File: src/hw/ecwtl_pkg.sv
// Purpose: Shared constants for the encoder counter with timed latch
// Assumes: 20 MHz system clock, byte addressed register map, one word per register
// Notes:   Offsets are byte addresses; bits [1:0] of the bus address are ignored
package ecwtl_pkg;
    // Clock and time base
    localparam int CLK_HZ           = 20_000_000;
    localparam int HZ_PER_MHZ       = 1_000_000;
    localparam int CLK_PER_US       = CLK_HZ / HZ_PER_MHZ;
    localparam int THREAD_PERIOD_US = 1000;
    localparam int BASE_PERIOD_CYC  = THREAD_PERIOD_US * CLK_PER_US;

    // Register byte offsets
    localparam logic [5:0] ADDR_CTRL        = 6'h00;
    localparam logic [5:0] ADDR_COUNT       = 6'h04;
    localparam logic [5:0] ADDR_TOTAL       = 6'h08;
    localparam logic [5:0] ADDR_LATCH_SEL   = 6'h0c;
    localparam logic [5:0] ADDR_SYNC        = 6'h10;
    localparam logic [5:0] ADDR_BASE_PERIOD = 6'h14;
    localparam logic [5:0] ADDR_TIME_CONST  = 6'h18;
    localparam logic [5:0] ADDR_PHASE_LIMIT = 6'h1c;
    localparam logic [5:0] ADDR_PRESCALE    = 6'h20;
    localparam logic [5:0] ADDR_PHASE_ERR   = 6'h24;
    localparam logic [5:0] ADDR_OFFSET0     = 6'h28;
    localparam logic [5:0] ADDR_SERIAL_SEL  = 6'h38;

    // Control register fields
    localparam int CB_COUNT_RESET = 0;
    localparam int CB_INDEX_ARM   = 1;
    localparam int CB_INDEX_RISE  = 2;
    localparam int CB_GATE_EN     = 3;
    localparam int CB_GATE_LOW    = 4;
    localparam int CB_STEP_DIR    = 5;
    localparam int CB_FILTER_EN   = 6;
    localparam int CB_INDEX_SEEN  = 7;

    // Reset values
    localparam logic        FILTER_EN_RST   = 1'b1;
    localparam logic [2:0]  LATCH_SEL_RST   = 3'h7;
    localparam logic [31:0] TIME_CONST_RST  = 32'h0000_07d0;
    localparam logic [31:0] PHASE_LIMIT_RST = 32'h0040_0000;
    localparam logic [15:0] PRESCALE_RST    = 16'h0001;

    // Input filter stable-sample counts
    localparam logic [3:0] FILT_LONG  = 4'hf;
    localparam logic [3:0] FILT_SHORT = 4'h3;

    // Loop constants
    localparam int NUM_TIMERS  = 4;
    localparam int PHASE_SHIFT = 3;
endpackage : ecwtl_pkg

File: src/hw/ecwtl_pin_if.sv
// Purpose: Encoder pin bundle between the core and its input filter
// Assumes: Bit 0 A, bit 1 B, bit 2 index, bit 3 index mask
// Notes:   raw is asynchronous to clk_sys; clean is synchronised and filtered
`timescale 1ns/1ps
interface ecwtl_pin_if;
    logic [3:0] raw;
    logic [3:0] clean;
    logic       filter_en;
    modport filt (input raw, input filter_en, output clean);
    modport core (output raw, output filter_en, input clean);
endinterface : ecwtl_pin_if

File: src/hw/ecwtl_filt.sv
// Purpose: Two-stage synchroniser and stability filter for the encoder inputs
// Assumes: One sample per clk_sys edge
// Notes:   A new level is taken only after it stands for the full stable count
`timescale 1ns/1ps
module ecwtl_filt #(
    parameter int WIDTH = 4
) (
    // Clock and reset
    input  wire logic clk_sys,
    input  wire logic rst,
    // Pins
    ecwtl_pin_if.filt pins
);
    logic [WIDTH-1:0] sync1;
    logic [WIDTH-1:0] sync2;
    logic [WIDTH-1:0] clean;
    logic [WIDTH-1:0] next_clean;
    logic [3:0]       cnt      [WIDTH];
    logic [3:0]       next_cnt [WIDTH];
    logic [3:0]       thr;

    assign thr        = pins.filter_en ? ecwtl_pkg::FILT_LONG : ecwtl_pkg::FILT_SHORT; // RQ17
    assign pins.clean = clean;

    always_comb begin
        for (int i = 0; i < WIDTH; i++) begin
            next_clean[i] = clean[i];
            next_cnt[i]   = 4'h0;
            if (sync2[i] != clean[i]) begin
                if (cnt[i] == thr - 4'h1) begin // RQ17
                    next_clean[i] = sync2[i];
                end else begin
                    next_cnt[i] = cnt[i] + 4'h1;
                end
            end
        end
    end

    always_ff @(posedge clk_sys) begin
        sync1 <= pins.raw;
        sync2 <= sync1;
        if (rst) begin
            clean <= '0;
            for (int i = 0; i < WIDTH; i++) begin
                cnt[i] <= 4'h0;
            end
        end else begin
            clean <= next_clean;
            for (int i = 0; i < WIDTH; i++) begin
                cnt[i] <= next_cnt[i];
            end
        end
    end
endmodule : ecwtl_filt

File: src/hw/ecwtl_top.sv
// Purpose: Encoder counter with index handling and a host-locked trigger timer unit
// Assumes: Avalon-MM slave, byte addresses, encoder pins asynchronous to clk_sys
// Notes:   A read of the count register marks the host read instant
// Summary of operation
// RQ1 - Four timers fire at signed microsecond offsets
// RQ2 - Lock to host reads; zero limit free-runs
// RQ3 - Filter time constant paces period trim
// RQ4 - Rate generator divided by prescale factor
// RQ5 - Phase error reported in microseconds
// RQ6 - Selected timer starts serial encoder transfer
// RQ7 - Host programs roughly minus 100 microsecond offsets
// RQ8 - Latch select: disabled, host write, timer
// RQ9 - Inputs A, B, index, optional index mask
// RQ10 - Count reset level holds count zero
// RQ11 - Armed index zeroes count, clears arm
// RQ12 - Total count never reset or zeroed
// RQ13 - Edge select picks rising or falling index
// RQ14 - Gating makes index need active mask
// RQ15 - Gate polarity picks low or high mask
// RQ16 - Source select: quadrature or step/direction
// RQ17 - Filter needs 15 or 3 stable samples
// RQ18 - Inputs sampled on the sample clock
// RQ19 - Quadrature counts each edge, 32-bit wrap
// RQ20 - Latched count returned to host read
//
// The address map and register access over Avalon-MM were left to the implementer.
`timescale 1ns/1ps
module ecwtl_top #(
    parameter int   BASE_PERIOD_DEF = ecwtl_pkg::BASE_PERIOD_CYC,
    parameter logic HAS_INDEX_MASK  = 1'b1
) (
    // Clock and reset
    input  wire logic        clk_sys,
    input  wire logic        rst,
    // Avalon-MM slave
    input  wire logic [5:0]  avs_address,
    input  wire logic        avs_read,
    input  wire logic        avs_write,
    input  wire logic [31:0] avs_writedata,
    output logic      [31:0] avs_readdata,
    output logic             avs_waitrequest,
    // Encoder pins
    input  wire logic        enc_a,
    input  wire logic        enc_b,
    input  wire logic        enc_index,
    input  wire logic        enc_index_mask,
    // Trigger outputs
    output logic      [3:0]  trigger_fire,
    output logic             serial_start
);
    localparam int NT = ecwtl_pkg::NUM_TIMERS;

    ecwtl_pin_if pin_if ();
    ecwtl_filt #(.WIDTH(4)) u_filt (.clk_sys(clk_sys), .rst(rst), .pins(pin_if.filt)); // RQ18
    assign pin_if.raw = {enc_index_mask, enc_index, enc_b, enc_a}; // RQ9

    // Bus
    logic [5:0]  wa;
    logic        wr;
    logic        rd_cnt_ev;
    logic        next_wait;
    logic [31:0] next_rdata;
    // Configuration
    logic               count_reset, index_rise, gate_en, gate_low, step_dir, filter_en;
    logic               next_count_reset, next_index_rise, next_gate_en, next_gate_low;
    logic               next_step_dir, next_filter_en;
    logic        [2:0]  latch_sel, next_latch_sel;
    logic        [31:0] base_period, next_base_period;
    logic        [31:0] time_const, next_time_const;
    logic        [31:0] phase_limit, next_phase_limit;
    logic        [15:0] prescale, next_prescale;
    logic signed [15:0] trigger_offset_us      [NT];
    logic signed [15:0] next_trigger_offset_us [NT];
    logic        [1:0]  serial_sel, next_serial_sel;
    // Encoder
    logic               prev_a, prev_b, prev_idx;
    logic               arm, next_arm, seen, next_seen;
    logic signed [31:0] count, next_count, total, next_total, held, next_held, delta;
    logic               idx_q;
    // Loop
    logic        [15:0] pre_cnt, next_pre_cnt;
    logic        [31:0] phase, next_phase, period;
    logic signed [31:0] trim, next_trim, acc, next_acc, err, nudged, lim;
    logic signed [31:0] loop_phase_error, next_loop_phase_error;
    logic        [31:0] tgt [NT];
    logic               tick;
    logic        [3:0]  next_fire;
    logic               next_serial;

    assign wa        = {avs_address[5:2], 2'b00};
    assign wr        = avs_write && !avs_waitrequest;
    assign rd_cnt_ev = avs_read && !avs_waitrequest && (wa == ecwtl_pkg::ADDR_COUNT); // RQ2
    assign pin_if.filter_en = filter_en;

    // Bus answer one cycle after a request appears
    always_comb begin
        next_wait  = 1'b1;
        next_rdata = avs_readdata;
        if ((avs_read || avs_write) && avs_waitrequest) begin
            next_wait  = 1'b0;
            next_rdata = 32'h0;
            if (wa == ecwtl_pkg::ADDR_CTRL) begin
                next_rdata = {24'h0, seen, filter_en, step_dir, gate_low, gate_en,
                              index_rise, arm, count_reset};
            end else if (wa == ecwtl_pkg::ADDR_COUNT) begin
                next_rdata = (latch_sel <= 3'h4) ? held : count; // RQ20
            end else if (wa == ecwtl_pkg::ADDR_TOTAL) begin
                next_rdata = total;
            end else if (wa == ecwtl_pkg::ADDR_LATCH_SEL) begin
                next_rdata = {{29{latch_sel[2]}}, latch_sel};
            end else if (wa == ecwtl_pkg::ADDR_BASE_PERIOD) begin
                next_rdata = base_period;
            end else if (wa == ecwtl_pkg::ADDR_TIME_CONST) begin
                next_rdata = time_const;
            end else if (wa == ecwtl_pkg::ADDR_PHASE_LIMIT) begin
                next_rdata = phase_limit;
            end else if (wa == ecwtl_pkg::ADDR_PRESCALE) begin
                next_rdata = {16'h0, prescale};
            end else if (wa == ecwtl_pkg::ADDR_PHASE_ERR) begin
                next_rdata = loop_phase_error; // RQ5
            end else if (wa[5:4] == 2'b10 || wa == 6'h2c || wa == 6'h30 || wa == 6'h34) begin
                next_rdata = {{16{trigger_offset_us[2'(wa[5:2] - 4'ha)][15]}},
                              trigger_offset_us[2'(wa[5:2] - 4'ha)]};
            end else if (wa == ecwtl_pkg::ADDR_SERIAL_SEL) begin
                next_rdata = {30'h0, serial_sel};
            end
        end
    end

    // Configuration writes
    always_comb begin
        next_count_reset = count_reset;
        next_index_rise  = index_rise;
        next_gate_en     = gate_en;
        next_gate_low    = gate_low;
        next_step_dir    = step_dir;
        next_filter_en   = filter_en;
        next_latch_sel   = latch_sel;
        next_base_period = base_period;
        next_time_const  = time_const;
        next_phase_limit = phase_limit;
        next_prescale    = prescale;
        next_serial_sel  = serial_sel;
        for (int i = 0; i < NT; i++) begin
            next_trigger_offset_us[i] = trigger_offset_us[i];
        end
        if (wr) begin
            if (wa == ecwtl_pkg::ADDR_CTRL) begin
                next_count_reset = avs_writedata[ecwtl_pkg::CB_COUNT_RESET];
                next_index_rise  = avs_writedata[ecwtl_pkg::CB_INDEX_RISE];
                next_gate_en     = avs_writedata[ecwtl_pkg::CB_GATE_EN];
                next_gate_low    = avs_writedata[ecwtl_pkg::CB_GATE_LOW];
                next_step_dir    = avs_writedata[ecwtl_pkg::CB_STEP_DIR];
                next_filter_en   = avs_writedata[ecwtl_pkg::CB_FILTER_EN];
            end else if (wa == ecwtl_pkg::ADDR_LATCH_SEL) begin
                next_latch_sel = avs_writedata[2:0];
            end else if (wa == ecwtl_pkg::ADDR_BASE_PERIOD) begin
                next_base_period = avs_writedata;
            end else if (wa == ecwtl_pkg::ADDR_TIME_CONST) begin
                next_time_const = avs_writedata;
            end else if (wa == ecwtl_pkg::ADDR_PHASE_LIMIT) begin
                next_phase_limit = avs_writedata;
            end else if (wa == ecwtl_pkg::ADDR_PRESCALE) begin
                next_prescale = avs_writedata[15:0];
            end else if (wa[5:2] >= 4'ha && wa[5:2] <= 4'hd) begin
                next_trigger_offset_us[2'(wa[5:2] - 4'ha)] = avs_writedata[15:0];
            end else if (wa == ecwtl_pkg::ADDR_SERIAL_SEL) begin
                next_serial_sel = avs_writedata[1:0];
            end
        end
    end

    // Encoder decode and counting
    always_comb begin
        logic a, b, idx, mask_ok, edge_ok;
        a     = pin_if.clean[0];
        b     = pin_if.clean[1];
        idx   = pin_if.clean[2];
        edge_ok = index_rise ? (idx && !prev_idx) : (!idx && prev_idx); // RQ13
        mask_ok = !HAS_INDEX_MASK || (pin_if.clean[3] == !gate_low); // RQ15
        delta = 32'sh0;
        if (step_dir) begin
            if (a && !prev_a) begin // RQ16
                delta = b ? 32'sh1 : -32'sh1;
            end
        end else if ((a ^ prev_a) != (b ^ prev_b)) begin // RQ19
            delta = (a ^ prev_b) ? 32'sh1 : -32'sh1;
        end
        idx_q   = edge_ok && (!gate_en || mask_ok); // RQ14
        next_count = count + delta; // RQ19
        next_total = total + delta; // RQ12
        next_arm   = arm;
        next_seen  = seen;
        if (arm && idx_q) begin // RQ11
            next_count = 32'sh0;
            next_arm   = 1'b0;
            next_seen  = 1'b1;
        end
        if (count_reset) begin // RQ10
            next_count = 32'sh0;
        end
        if (wr && wa == ecwtl_pkg::ADDR_CTRL) begin
            next_arm = avs_writedata[ecwtl_pkg::CB_INDEX_ARM];
            if (avs_writedata[ecwtl_pkg::CB_INDEX_SEEN] && !(arm && idx_q)) begin
                next_seen = 1'b0;
            end
        end
        next_held = held;
        if (latch_sel == 3'h0 && wr && wa == ecwtl_pkg::ADDR_SYNC) begin // RQ8
            next_held = count;
        end else if (latch_sel >= 3'h1 && latch_sel <= 3'h4 && trigger_fire[2'(latch_sel - 3'h1)]) begin
            next_held = count; // RQ20
        end
    end

    // Trigger loop
    always_comb begin
        logic [31:0] half;
        lim    = $signed(phase_limit);
        period = base_period + $unsigned(trim);
        half   = period >> 1;
        tick   = (pre_cnt + 16'h1 >= prescale); // RQ4
        next_pre_cnt = tick ? 16'h0 : pre_cnt + 16'h1;
        next_phase   = phase;
        if (tick) begin
            next_phase = (phase + 32'h1 >= period) ? 32'h0 : phase + 32'h1;
        end
        err    = (phase < half) ? $signed(phase) : $signed(phase) - $signed(period);
        nudged = $signed(phase) - (err >>> ecwtl_pkg::PHASE_SHIFT);
        next_trim = trim;
        next_acc  = acc;
        next_loop_phase_error = loop_phase_error;
        if (rd_cnt_ev) begin
            next_loop_phase_error = err / ecwtl_pkg::CLK_PER_US; // RQ5
            if (phase_limit != 32'h0) begin
                next_acc = acc + err; // RQ3
                if (next_acc >= $signed(time_const)) begin
                    next_acc  = next_acc - $signed(time_const);
                    next_trim = trim + 32'sh1;
                end else if (next_acc <= -$signed(time_const)) begin
                    next_acc  = next_acc + $signed(time_const);
                    next_trim = trim - 32'sh1;
                end
                if (nudged >= $signed(period)) begin // RQ2
                    next_phase = 32'(nudged - $signed(period));
                end else if (nudged < 32'sh0) begin
                    next_phase = 32'(nudged + $signed(period));
                end else begin
                    next_phase = 32'(nudged);
                end
            end
        end
        if (next_trim > lim) begin
            next_trim = lim;
        end else if (next_trim < -lim) begin
            next_trim = -lim;
        end
        if (phase_limit == 32'h0) begin // RQ2
            next_trim = 32'sh0;
            next_acc  = 32'sh0;
        end
        for (int i = 0; i < NT; i++) begin
            logic signed [31:0] off;
            off    = 32'(int'(trigger_offset_us[i]) * ecwtl_pkg::CLK_PER_US);
            tgt[i] = (off < 0) ? 32'($signed(period) + off) : 32'(off); // RQ1
            next_fire[i] = tick && (phase == tgt[i]);
        end
        next_serial = next_fire[serial_sel]; // RQ6
    end

    always_ff @(posedge clk_sys) begin
        if (rst) begin
            avs_waitrequest  <= 1'b1;
            avs_readdata     <= 32'h0;
            count_reset      <= 1'b0;
            index_rise       <= 1'b0;
            gate_en          <= 1'b0;
            gate_low         <= 1'b0;
            step_dir         <= 1'b0;
            filter_en        <= ecwtl_pkg::FILTER_EN_RST;
            latch_sel        <= ecwtl_pkg::LATCH_SEL_RST;
            base_period      <= 32'(BASE_PERIOD_DEF);
            time_const       <= ecwtl_pkg::TIME_CONST_RST;
            phase_limit      <= ecwtl_pkg::PHASE_LIMIT_RST;
            prescale         <= ecwtl_pkg::PRESCALE_RST;
            serial_sel       <= 2'h0;
            for (int i = 0; i < NT; i++) begin
                trigger_offset_us[i] <= 16'sh0;
            end
            {prev_a, prev_b, prev_idx} <= 3'h0;
            {arm, seen}      <= 2'h0;
            count            <= 32'sh0;
            total            <= 32'sh0;
            held             <= 32'sh0;
            pre_cnt          <= 16'h0;
            phase            <= 32'h0;
            trim             <= 32'sh0;
            acc              <= 32'sh0;
            loop_phase_error <= 32'sh0;
            trigger_fire     <= 4'h0;
            serial_start     <= 1'b0;
        end else begin
            avs_waitrequest  <= next_wait;
            avs_readdata     <= next_rdata;
            count_reset      <= next_count_reset;
            index_rise       <= next_index_rise;
            gate_en          <= next_gate_en;
            gate_low         <= next_gate_low;
            step_dir         <= next_step_dir;
            filter_en        <= next_filter_en;
            latch_sel        <= next_latch_sel;
            base_period      <= next_base_period;
            time_const       <= next_time_const;
            phase_limit      <= next_phase_limit;
            prescale         <= next_prescale;
            serial_sel       <= next_serial_sel;
            trigger_offset_us <= next_trigger_offset_us;
            {prev_a, prev_b, prev_idx} <= {pin_if.clean[0], pin_if.clean[1], pin_if.clean[2]};
            {arm, seen}      <= {next_arm, next_seen};
            count            <= next_count;
            total            <= next_total;
            held             <= next_held;
            pre_cnt          <= next_pre_cnt;
            phase            <= next_phase;
            trim             <= next_trim;
            acc              <= next_acc;
            loop_phase_error <= next_loop_phase_error;
            trigger_fire     <= next_fire;
            serial_start     <= next_serial;
        end
    end
endmodule : ecwtl_top

File: config.mk
export PLATFORM = sky130hd
export DESIGN_NAME = ecwtl_top
export DESIGN_NICKNAME = d
export VERILOG_FILES = /design/src/hw/ecwtl_pkg.sv /design/src/hw/ecwtl_pin_if.sv /design/src/hw/ecwtl_filt.sv /design/src/hw/ecwtl_top.sv
export SDC_FILE = /design/constraint.sdc
export NUM_CORES = 2
export LEC_CHECK = 0
export BUFFER_PORTS_ARGS = -buffer_cell sky130_fd_sc_hd__buf_2
export CAP_MARGIN = 25
export CORE_MARGIN = 5
export CORE_UTILIZATION = 45
export CTS_BUF_LIST = sky130_fd_sc_hd__clkbuf_16
export CTS_CLUSTER_SIZE = 40
export DETAILED_ROUTE_END_ITERATION = 16
export SLEW_MARGIN = 20
export SYNTH_ARGS = -nofsm -noshare
export SYNTH_HDL_FRONTEND = slang
export SYNTH_SLANG_ARGS = --single-unit
File: constraint.sdc
create_clock -name clk_sys -period 17.6 [get_ports clk_sys]
set_clock_uncertainty 0.2 [all_clocks]
set_input_delay 1.76 -clock clk_sys [delete_from_list [all_inputs] [get_ports clk_sys]]
set_output_delay 1.76 -clock clk_sys [all_outputs]
set_load 0.1 [all_outputs]
### Yosys cells after proc, flatten, opt, wreduce, memory -nomap -nowiden

Memories as Yosys holds them, arrays and structs flattened.
Index checks and enable logic that the tools add are counted.

| storage, ports and cells | value |
|---|---|
| flip-flop bits (word level) | 482 |
| bits in writable memories | 16 |
| input bits | 46 |
| word-level logic and storage cells | 262 |
| memories | 1 |

| operators by class | value |
|---|---|
| add/subtract/negate cells | 27 |
| multiply operators | 4 |
| div/mod/pow operators | 1 |
| $lt $le $gt $ge | 21 |
| equality and inequality tests | 28 |
| multiplexer cells | 71 |
| bitwise gates (word level) | 15 |
| reductions and logical operators | 55 |

Memory list:

| name | words | bits a word | read ports | clocked after Yosys merged registers in | write ports | line | RTL |
|---|---|---|---|---|---|---|---|
| u_filt.cnt | 4 | 4 | 4 | 0 | 4 | ecwtl_filt.sv:18 | `logic [3:0] cnt [WIDTH];` |

Operators by type and width:

| kind | count |
|---|---|
| $mux W32 | 37 |
| $add A32 B32 Y32 | 6 |
| $add A32 B22 Y32 | 4 |
| $eq A32 B32 Y1 | 4 |
| $ge A32 B32 Y1 | 3 |
| $sub A32 B32 Y32 | 3 |
| $lt A22 B1 Y1 const B | 4 |
| $mul A16 B4 Y20 const B | 4 |
| $bwmux W64 | 1 |
| $neg A32 Y32 | 2 |
| $mux W4 | 13 |
| $mux W16 | 3 |
| $add A32 B1 Y32 const B | 1 |
| $add A32 B2 Y32 const B | 1 |
| $bmux W16 S2 | 1 |
| $demux W16 S2 | 1 |
| $div A32 B6 Y32 const B | 1 |
| $gt A32 B32 Y1 | 1 |
| $le A32 B32 Y1 | 1 |
| $logic_not A32 Y1 | 1 |
| $lt A32 B1 Y1 const B | 1 |
| $lt A32 B31 Y1 | 1 |
| $lt A32 B32 Y1 | 1 |
| $reduce_bool A32 Y1 | 1 |
| other kinds (46) | 126 |

### Logic depth before layout (Yosys ltp)

| logic depth | value |
|---|---|
| depth after elaboration | 15 |
| depth in mapped cells | 122 |
| gate-level depth less buffers | 110 |

### Modules after synthesis

Synthesis repeated with hierarchy kept, for this count alone.

| unflattened totals | value |
|---|---|
| cells, all modules | 7688 |
| area, all modules | 56975.9 um2 |

By module, submodules not included:

| module | instances | cells an instance | area an instance (um2) | sequential area each (um2) |
|---|---|---|---|---|
| ecwtl_top | 1 | 7587 | 55891.1 | 9409.0 |
| ecwtl_filt | 1 | 101 | 1084.8 | 560.5 |

### Worst setup path after synthesis

Ideal clock, no wire load.

| timing | value |
|---|---|
| kind | reg-to-reg |
| start | reg trim[9] |
| end | reg trim[14] |
| library setup time | 0.128 ns |
| data arrival time | 18.139 ns |
| data required time | 17.272 ns |
| slack | -0.867 ns |
| stages on the path, launching flop included | 118 |
| period minus slack after synthesis | 18.467 ns |
| cells stage by stage | dfxtp_1 -> ha_1 -> a21oi_1 -> o21ai_1 -> or3_1 -> o21bai_1 -> a21oi_1 -> a21o_1 -> a21o_1 -> a21o_1 -> a21o_1 -> a21o_1 -> a21o_1 -> a21o_1 -> a21o_1 -> nand2_1 -> nand2b_1 -> a21o_1 -> (+82 left out) -> nor2b_1 -> o21ai_0 -> nand2b_1 -> a21oi_1 -> o31ai_1 -> a21oi_1 -> nor2b_1 -> o21ai_0 -> nand2b_1 -> a21oi_1 -> nor2_1 -> nor2_1 -> o21a_1 -> clkbuf_1 -> clkbuf_1 -> o31ai_1 -> a22oi_1 -> nor2_1 |

| on the way | value |
|---|---|
| cells in the longest elaborated chain, start to end | 12 |
| elaborated cells on any way between the ends | 17 |

RTL lines:

| element | line | RTL |
|---|---|---|
| start, declared | ecwtl_top.sv:83 | `logic signed [31:0] trim, next_trim, acc, next_acc, err, nudged, lim;` |
| start signal, assigned | ecwtl_top.sv:325 | `trim <= next_trim;` |
| $add A32 B32 Y32 | ecwtl_top.sv:220 | `period = base_period + $unsigned(trim);` |
| $sub A32 B32 Y32 or $lt A32 B31 Y1 (tied branches) | ecwtl_top.sv:228 | `err = (phase < half) ? $signed(phase) : $signed(phase) - $signed(period);` |
| $mux W32 | ecwtl_top.sv:228 |  |
| $add A32 B32 Y32 | ecwtl_top.sv:236 | `next_acc = acc + err;` |
| $le A32 B32 Y1 | ecwtl_top.sv:240 | `end else if (next_acc <= -$signed(time_const)) begin` |
| $mux W32 | ecwtl_top.sv:240 |  |
| $mux W32 | ecwtl_top.sv:237 | `if (next_acc >= $signed(time_const)) begin` |
| $mux W32 | ecwtl_top.sv:235 | `if (phase_limit != 32'h0) begin` |
| $mux W32 (*) | ecwtl_top.sv:233 | `if (rd_cnt_ev) begin` |
| $lt A32 B32 Y1 | ecwtl_top.sv:255 | `end else if (next_trim < -lim) begin` |
| $mux W32 | ecwtl_top.sv:255 |  |
| $mux W32 (*) | ecwtl_top.sv:253 | `if (next_trim > lim) begin` |

Mark *: on every way between the ends. The rest lies on a longest branch, timed or not.
A chain may end at the register's enable or synchronous reset.

### Worst setup path in the final report

| timing | value |
|---|---|
| start | reg trim[9] |
| end | reg loop_phase_error[26] |

| on the way | value |
|---|---|
| cells in the longest elaborated chain, start to end | 4 |
| elaborated cells on any way between the ends | 5 |

RTL lines:

| element | line | RTL |
|---|---|---|
| $add A32 B32 Y32 (*) | ecwtl_top.sv:220 |  |
| $sub A32 B32 Y32 or $lt A32 B31 Y1 (tied branches) | ecwtl_top.sv:228 |  |
| $mux W32 (*) | ecwtl_top.sv:228 |  |
| $div A32 B6 Y32 (*) | ecwtl_top.sv:234 | `next_loop_phase_error = err / ecwtl_pkg::CLK_PER_US;` |
| end signal, assigned | ecwtl_top.sv:327 | `loop_phase_error <= next_loop_phase_error;` |
| end, declared | ecwtl_top.sv:84 | `logic signed [31:0] loop_phase_error, next_loop_phase_error;` |

Marks and branches as above.

==> run summary <==
For the number of global-route vias before repair, the log shows 55100. The area of the mapped netlist is 57000 um2, and the required time of the critical path is 17.88 ns. The I/O pin count was 84.

Max-cap violations in this run came to 0. The tools report the count of final hold-check violations as 0. Cells with a size suffix above 1 make up 14.5% of the layout.

For the pin with the worst max-slew slack, the measured transition is 1.19 ns. After layout, the minimum clock period comes to 16.80 ns. The tools report the launching element type of the critical path as a register. The maximum number of pins on one net before global-route repair is 73, and the average wire per cell in the routed design is 21.7 um. Of all cell types, the one taking the most synthesized area is sky130_fd_sc_hd__dfxtp_1. The library cell with the highest instance count after synthesis was sky130_fd_sc_hd__nand2_1. Row generation in the floorplan step produced 130 rows.

The count of state elements after synthesis is 498, and the relative slew slack is 19.8%. The largest individual stage delay along the critical path comes from the cell sky130_fd_sc_hd__or4b_1. The final weighted congestion in routability-driven placement is 0.951. The most used flip-flop cell after synthesis is sky130_fd_sc_hd__dfxtp_1. The share of synthesized area in the top cell type comes to 17.5%. In the finished design, the share of the clock period the worst path needs comes to 95.4%. Detailed routing placed a total of 97100 um of wire on met2. During placement, the flow inserted port buffers numbering 81.

The synthesized netlist contains 142 unique library cells. Synthesis produced a netlist with a net count of 8511. The startpoint identified for the worst hold timing path is u_filt.sync1[1].

The top layer reached by signal wires was met5. Number of DRC violations after detailed-routing iteration 0: 5119. Counting instances, the worst hold path has a depth of 0.

After clock tree synthesis, the flow added hold-fix buffers numbering 0. The worst hold path belongs to the class reg2reg. The count of nets left with antenna violations once routing finished came out at 0. By count the netlist is led by sky130_fd_sc_hd__nand2_1, sky130_fd_sc_hd__a21oi_1, sky130_fd_sc_hd__ha_1, sky130_fd_sc_hd__nor2_1. For the final design area excluding fillers, the log shows 66400 um2.

The floorplan step set the die height to 366 um. The total CTS buffers is 59, and the clock edge transition at the registers on the reported setup and hold paths is 0.06 ns. The die is 366 um wide. The run gives 0.80 ns as the setup slack on the worst flop-to-flop path. The clock reaches the later pin of the worst-skew pair after 0.72 ns. Along the worst path, the maximum fanout reaches 8. The placed instances occupy a cell area of 63300 um2.

In the synthesized netlist, the number of instances is 7719. The routed metal-1 wirelength was 92900 um. The run finished with clean final reports. The critical path in this run is classified as reg2reg. For the die outline area, the log shows 134000 um2. STA puts the critical path data arrival time at 17.08 ns.

The tools report the post-layout worst setup margin as 0.802 ns. TritonCTS built the clock tree. After detailed routing, the number of remaining DRC violations is 0.

The routed design uses 16200 um of met3 wire. The core region is 126000 um2. The leftover overflow at the end of global routing was 0. The startpoint identified for the worst register-to-register timing path is trim[9].

Worst hold path endpoint: u_filt.sync2[1]. Timing would allow up to 59.5 MHz. The via count normalized by instance count came out at 5.97. The routed layout has 59300 vias. The worst reg2reg path depth works out to 83. For this run, asynchronously set or reset flops after synthesis account for 0%. The global-route wire length before repair is 322000 um. Sorting the synthesized cells by area gives the leading types as sky130_fd_sc_hd__dfxtp_1, sky130_fd_sc_hd__ha_1, sky130_fd_sc_hd__xnor2_1. The tools report the cell at the root of the clock tree as sky130_fd_sc_hd__clkbuf_16. Wires add up to 215000 um.

The tools report the synthesis warning total as 0. The number of max-slew violations in the final report is 0. The run gives 45.4% as the initial standard-cell utilization of the core. Dividing the synthesized area by the synthesized cell count gives 7.39 um2.

In the final design database the tool counted 9025 nets. Setup violations remaining at the end of the flow were counted as 0. Once detailed placement completed, the half-perimeter wirelength came to 169000 um.

Counting every sink on the clock net gives 498. Global routing used 30.1% of the available tracks across all layers. Biggest cell delay along the critical path: 0.51 ns. The H-tree was split into 2 levels. The layout-stage area growth over the synthesis result was 16.4%. For the number of antenna violations at the first check in global routing, the log shows 12. The first-pass iteration count of the detailed router was 6; the maximum number of buffers from clock root to sink was 3. The worst setup path is captured at a register. The number of filler cells placed in the layout is 12300. The endpoint identified for the worst register-to-register timing path is loop_phase_error[26]. Source of the critical timing path: trim[9].

Post-synthesis sequential area ratio: 17.5%. Number of enable-type register cells in the synthesized netlist: 0. The tools report the placement-stage worst setup slack as -0.120 ns.
-- worst max-delay path, delay by kind of cell, from the launching register on --
| kind | cells | cell delay [ns] |
|---|---|---|
| xor gates and xnor gates | 1 | 0.18 |
| adders and majority gates | 4 | 0.95 |
| and+or+nand+nor | 19 | 3.51 |
| muxes | 1 | 0.18 |
| AOI/OAI and AO/OA | 44 | 9.05 |
| DFF | 1 | 0.39 |
| buffers and inverters | 14 | 2.09 |
-- per-stage QoR --
step / utilization, % / cells / hold slack [ns] / TNS [ns]
after global placement: 50.3 / 9767 / 0.116 / 0
after CTS: 51.8 / 9877 / 0.128 / 0
final: 52.8 / 9930 / 0.128 / 0
after floorplan: - / 7719 / 0.110 / 0
after global routing: 52.8 / 9928 / 0.131 / -4.90
after detailed placement: 50.3 / 9769 / 0.114 / -1.69
-- sequential cells by signal, summed over array words and instances (netlist names), 16 cells and up --
signal	flops
held	32
u_filt.cnt	16
base_period	32
acc	32
avs_readdata	32
loop_phase_error	32
prescale	16
lim	32
count	32
pre_cnt	16
trim	32
trigger_offset_us	64
total	32
phase	32
time_const	32
-- logic make-up after synthesis --
logic type	count (synthesis)	synth area share, %
muxes	130	2.57
DFF	498	17.5
AOI/OAI and AO/OA	2460	27.7
and+or+nand+nor	2396	19.5
xor gates and xnor gates	647	10.1
buffers and inverters	830	5.94
adders and majority gates	758	16.8
-- routing by layer --
layer | up-vias | track usage [%]
met4 | 10 | 11.0
li1 | 28800 | -
met1 | 28100 | 39.5
met5 | - | 0
met2 | 2001 | 49.5
met3 | 423 | 5.10
-- repair_timing --
item,in CTS,in global routing
setup buffers,2,43
endpoints found under the setup margin,39,63
pin swaps,2,119
cloned,0,3
resized for setup,6,186
-- worst max path at each step --
stage                      endpoint  slack [ns]  depth (start not counted)
2_1_floorplan              trim[27]        0.06                        117
3_3_place_gp               trim[18]        0.15                        108
3_5_place_dp               trim[18]       -0.12                        110
4_1_cts                    trim[18]        0.05                        108
5_1_grt                    trim[22]       -0.19                        114
6_report       loop_phase_error[26]        0.80                         83
-- placed cells by master (no fill, tap or decap), drive strengths merged, types with 62 or more instances in the layout --
cell type | Yosys | layout
buf | 93 | 828
a211oi | 77 | 77
nand2 | 857 | 857
clkbuf | 282 | 63
dfxtp | 498 | 498
nor2b | 105 | 105
o21ai | 536 | 536
nor4 | 62 | 62
nand2b | 88 | 88
a21o | 140 | 140
a221oi | 69 | 69
a31oi | 62 | 62
o21bai | 213 | 213
and3 | 64 | 64
xnor2 | 504 | 504
nor2 | 650 | 650
nor3 | 132 | 132
xor2 | 143 | 143
nand4 | 89 | 89
inv | 447 | 461
nand3 | 164 | 164
mux2i | 112 | 112
a21oi | 817 | 817
ha | 728 | 728
a22oi | 89 | 89
-- cell type report --
type	instances	area, um2	area share, %
clock buffers	59	1480	2.22
multi-input cells	6391	44600	67.1
diodes	2	5.00	0.00754
flip-flops and latches	498	9970	15.0
well taps	1650	2060	3.11
repair buffers	832	6280	9.45
clock inverters	47	373	0.561
inverters	451	1690	2.55
Power is left out: the tool's default activity adds up to more than one toggle a clock period on the data nets, which glitch-free logic cannot reach.
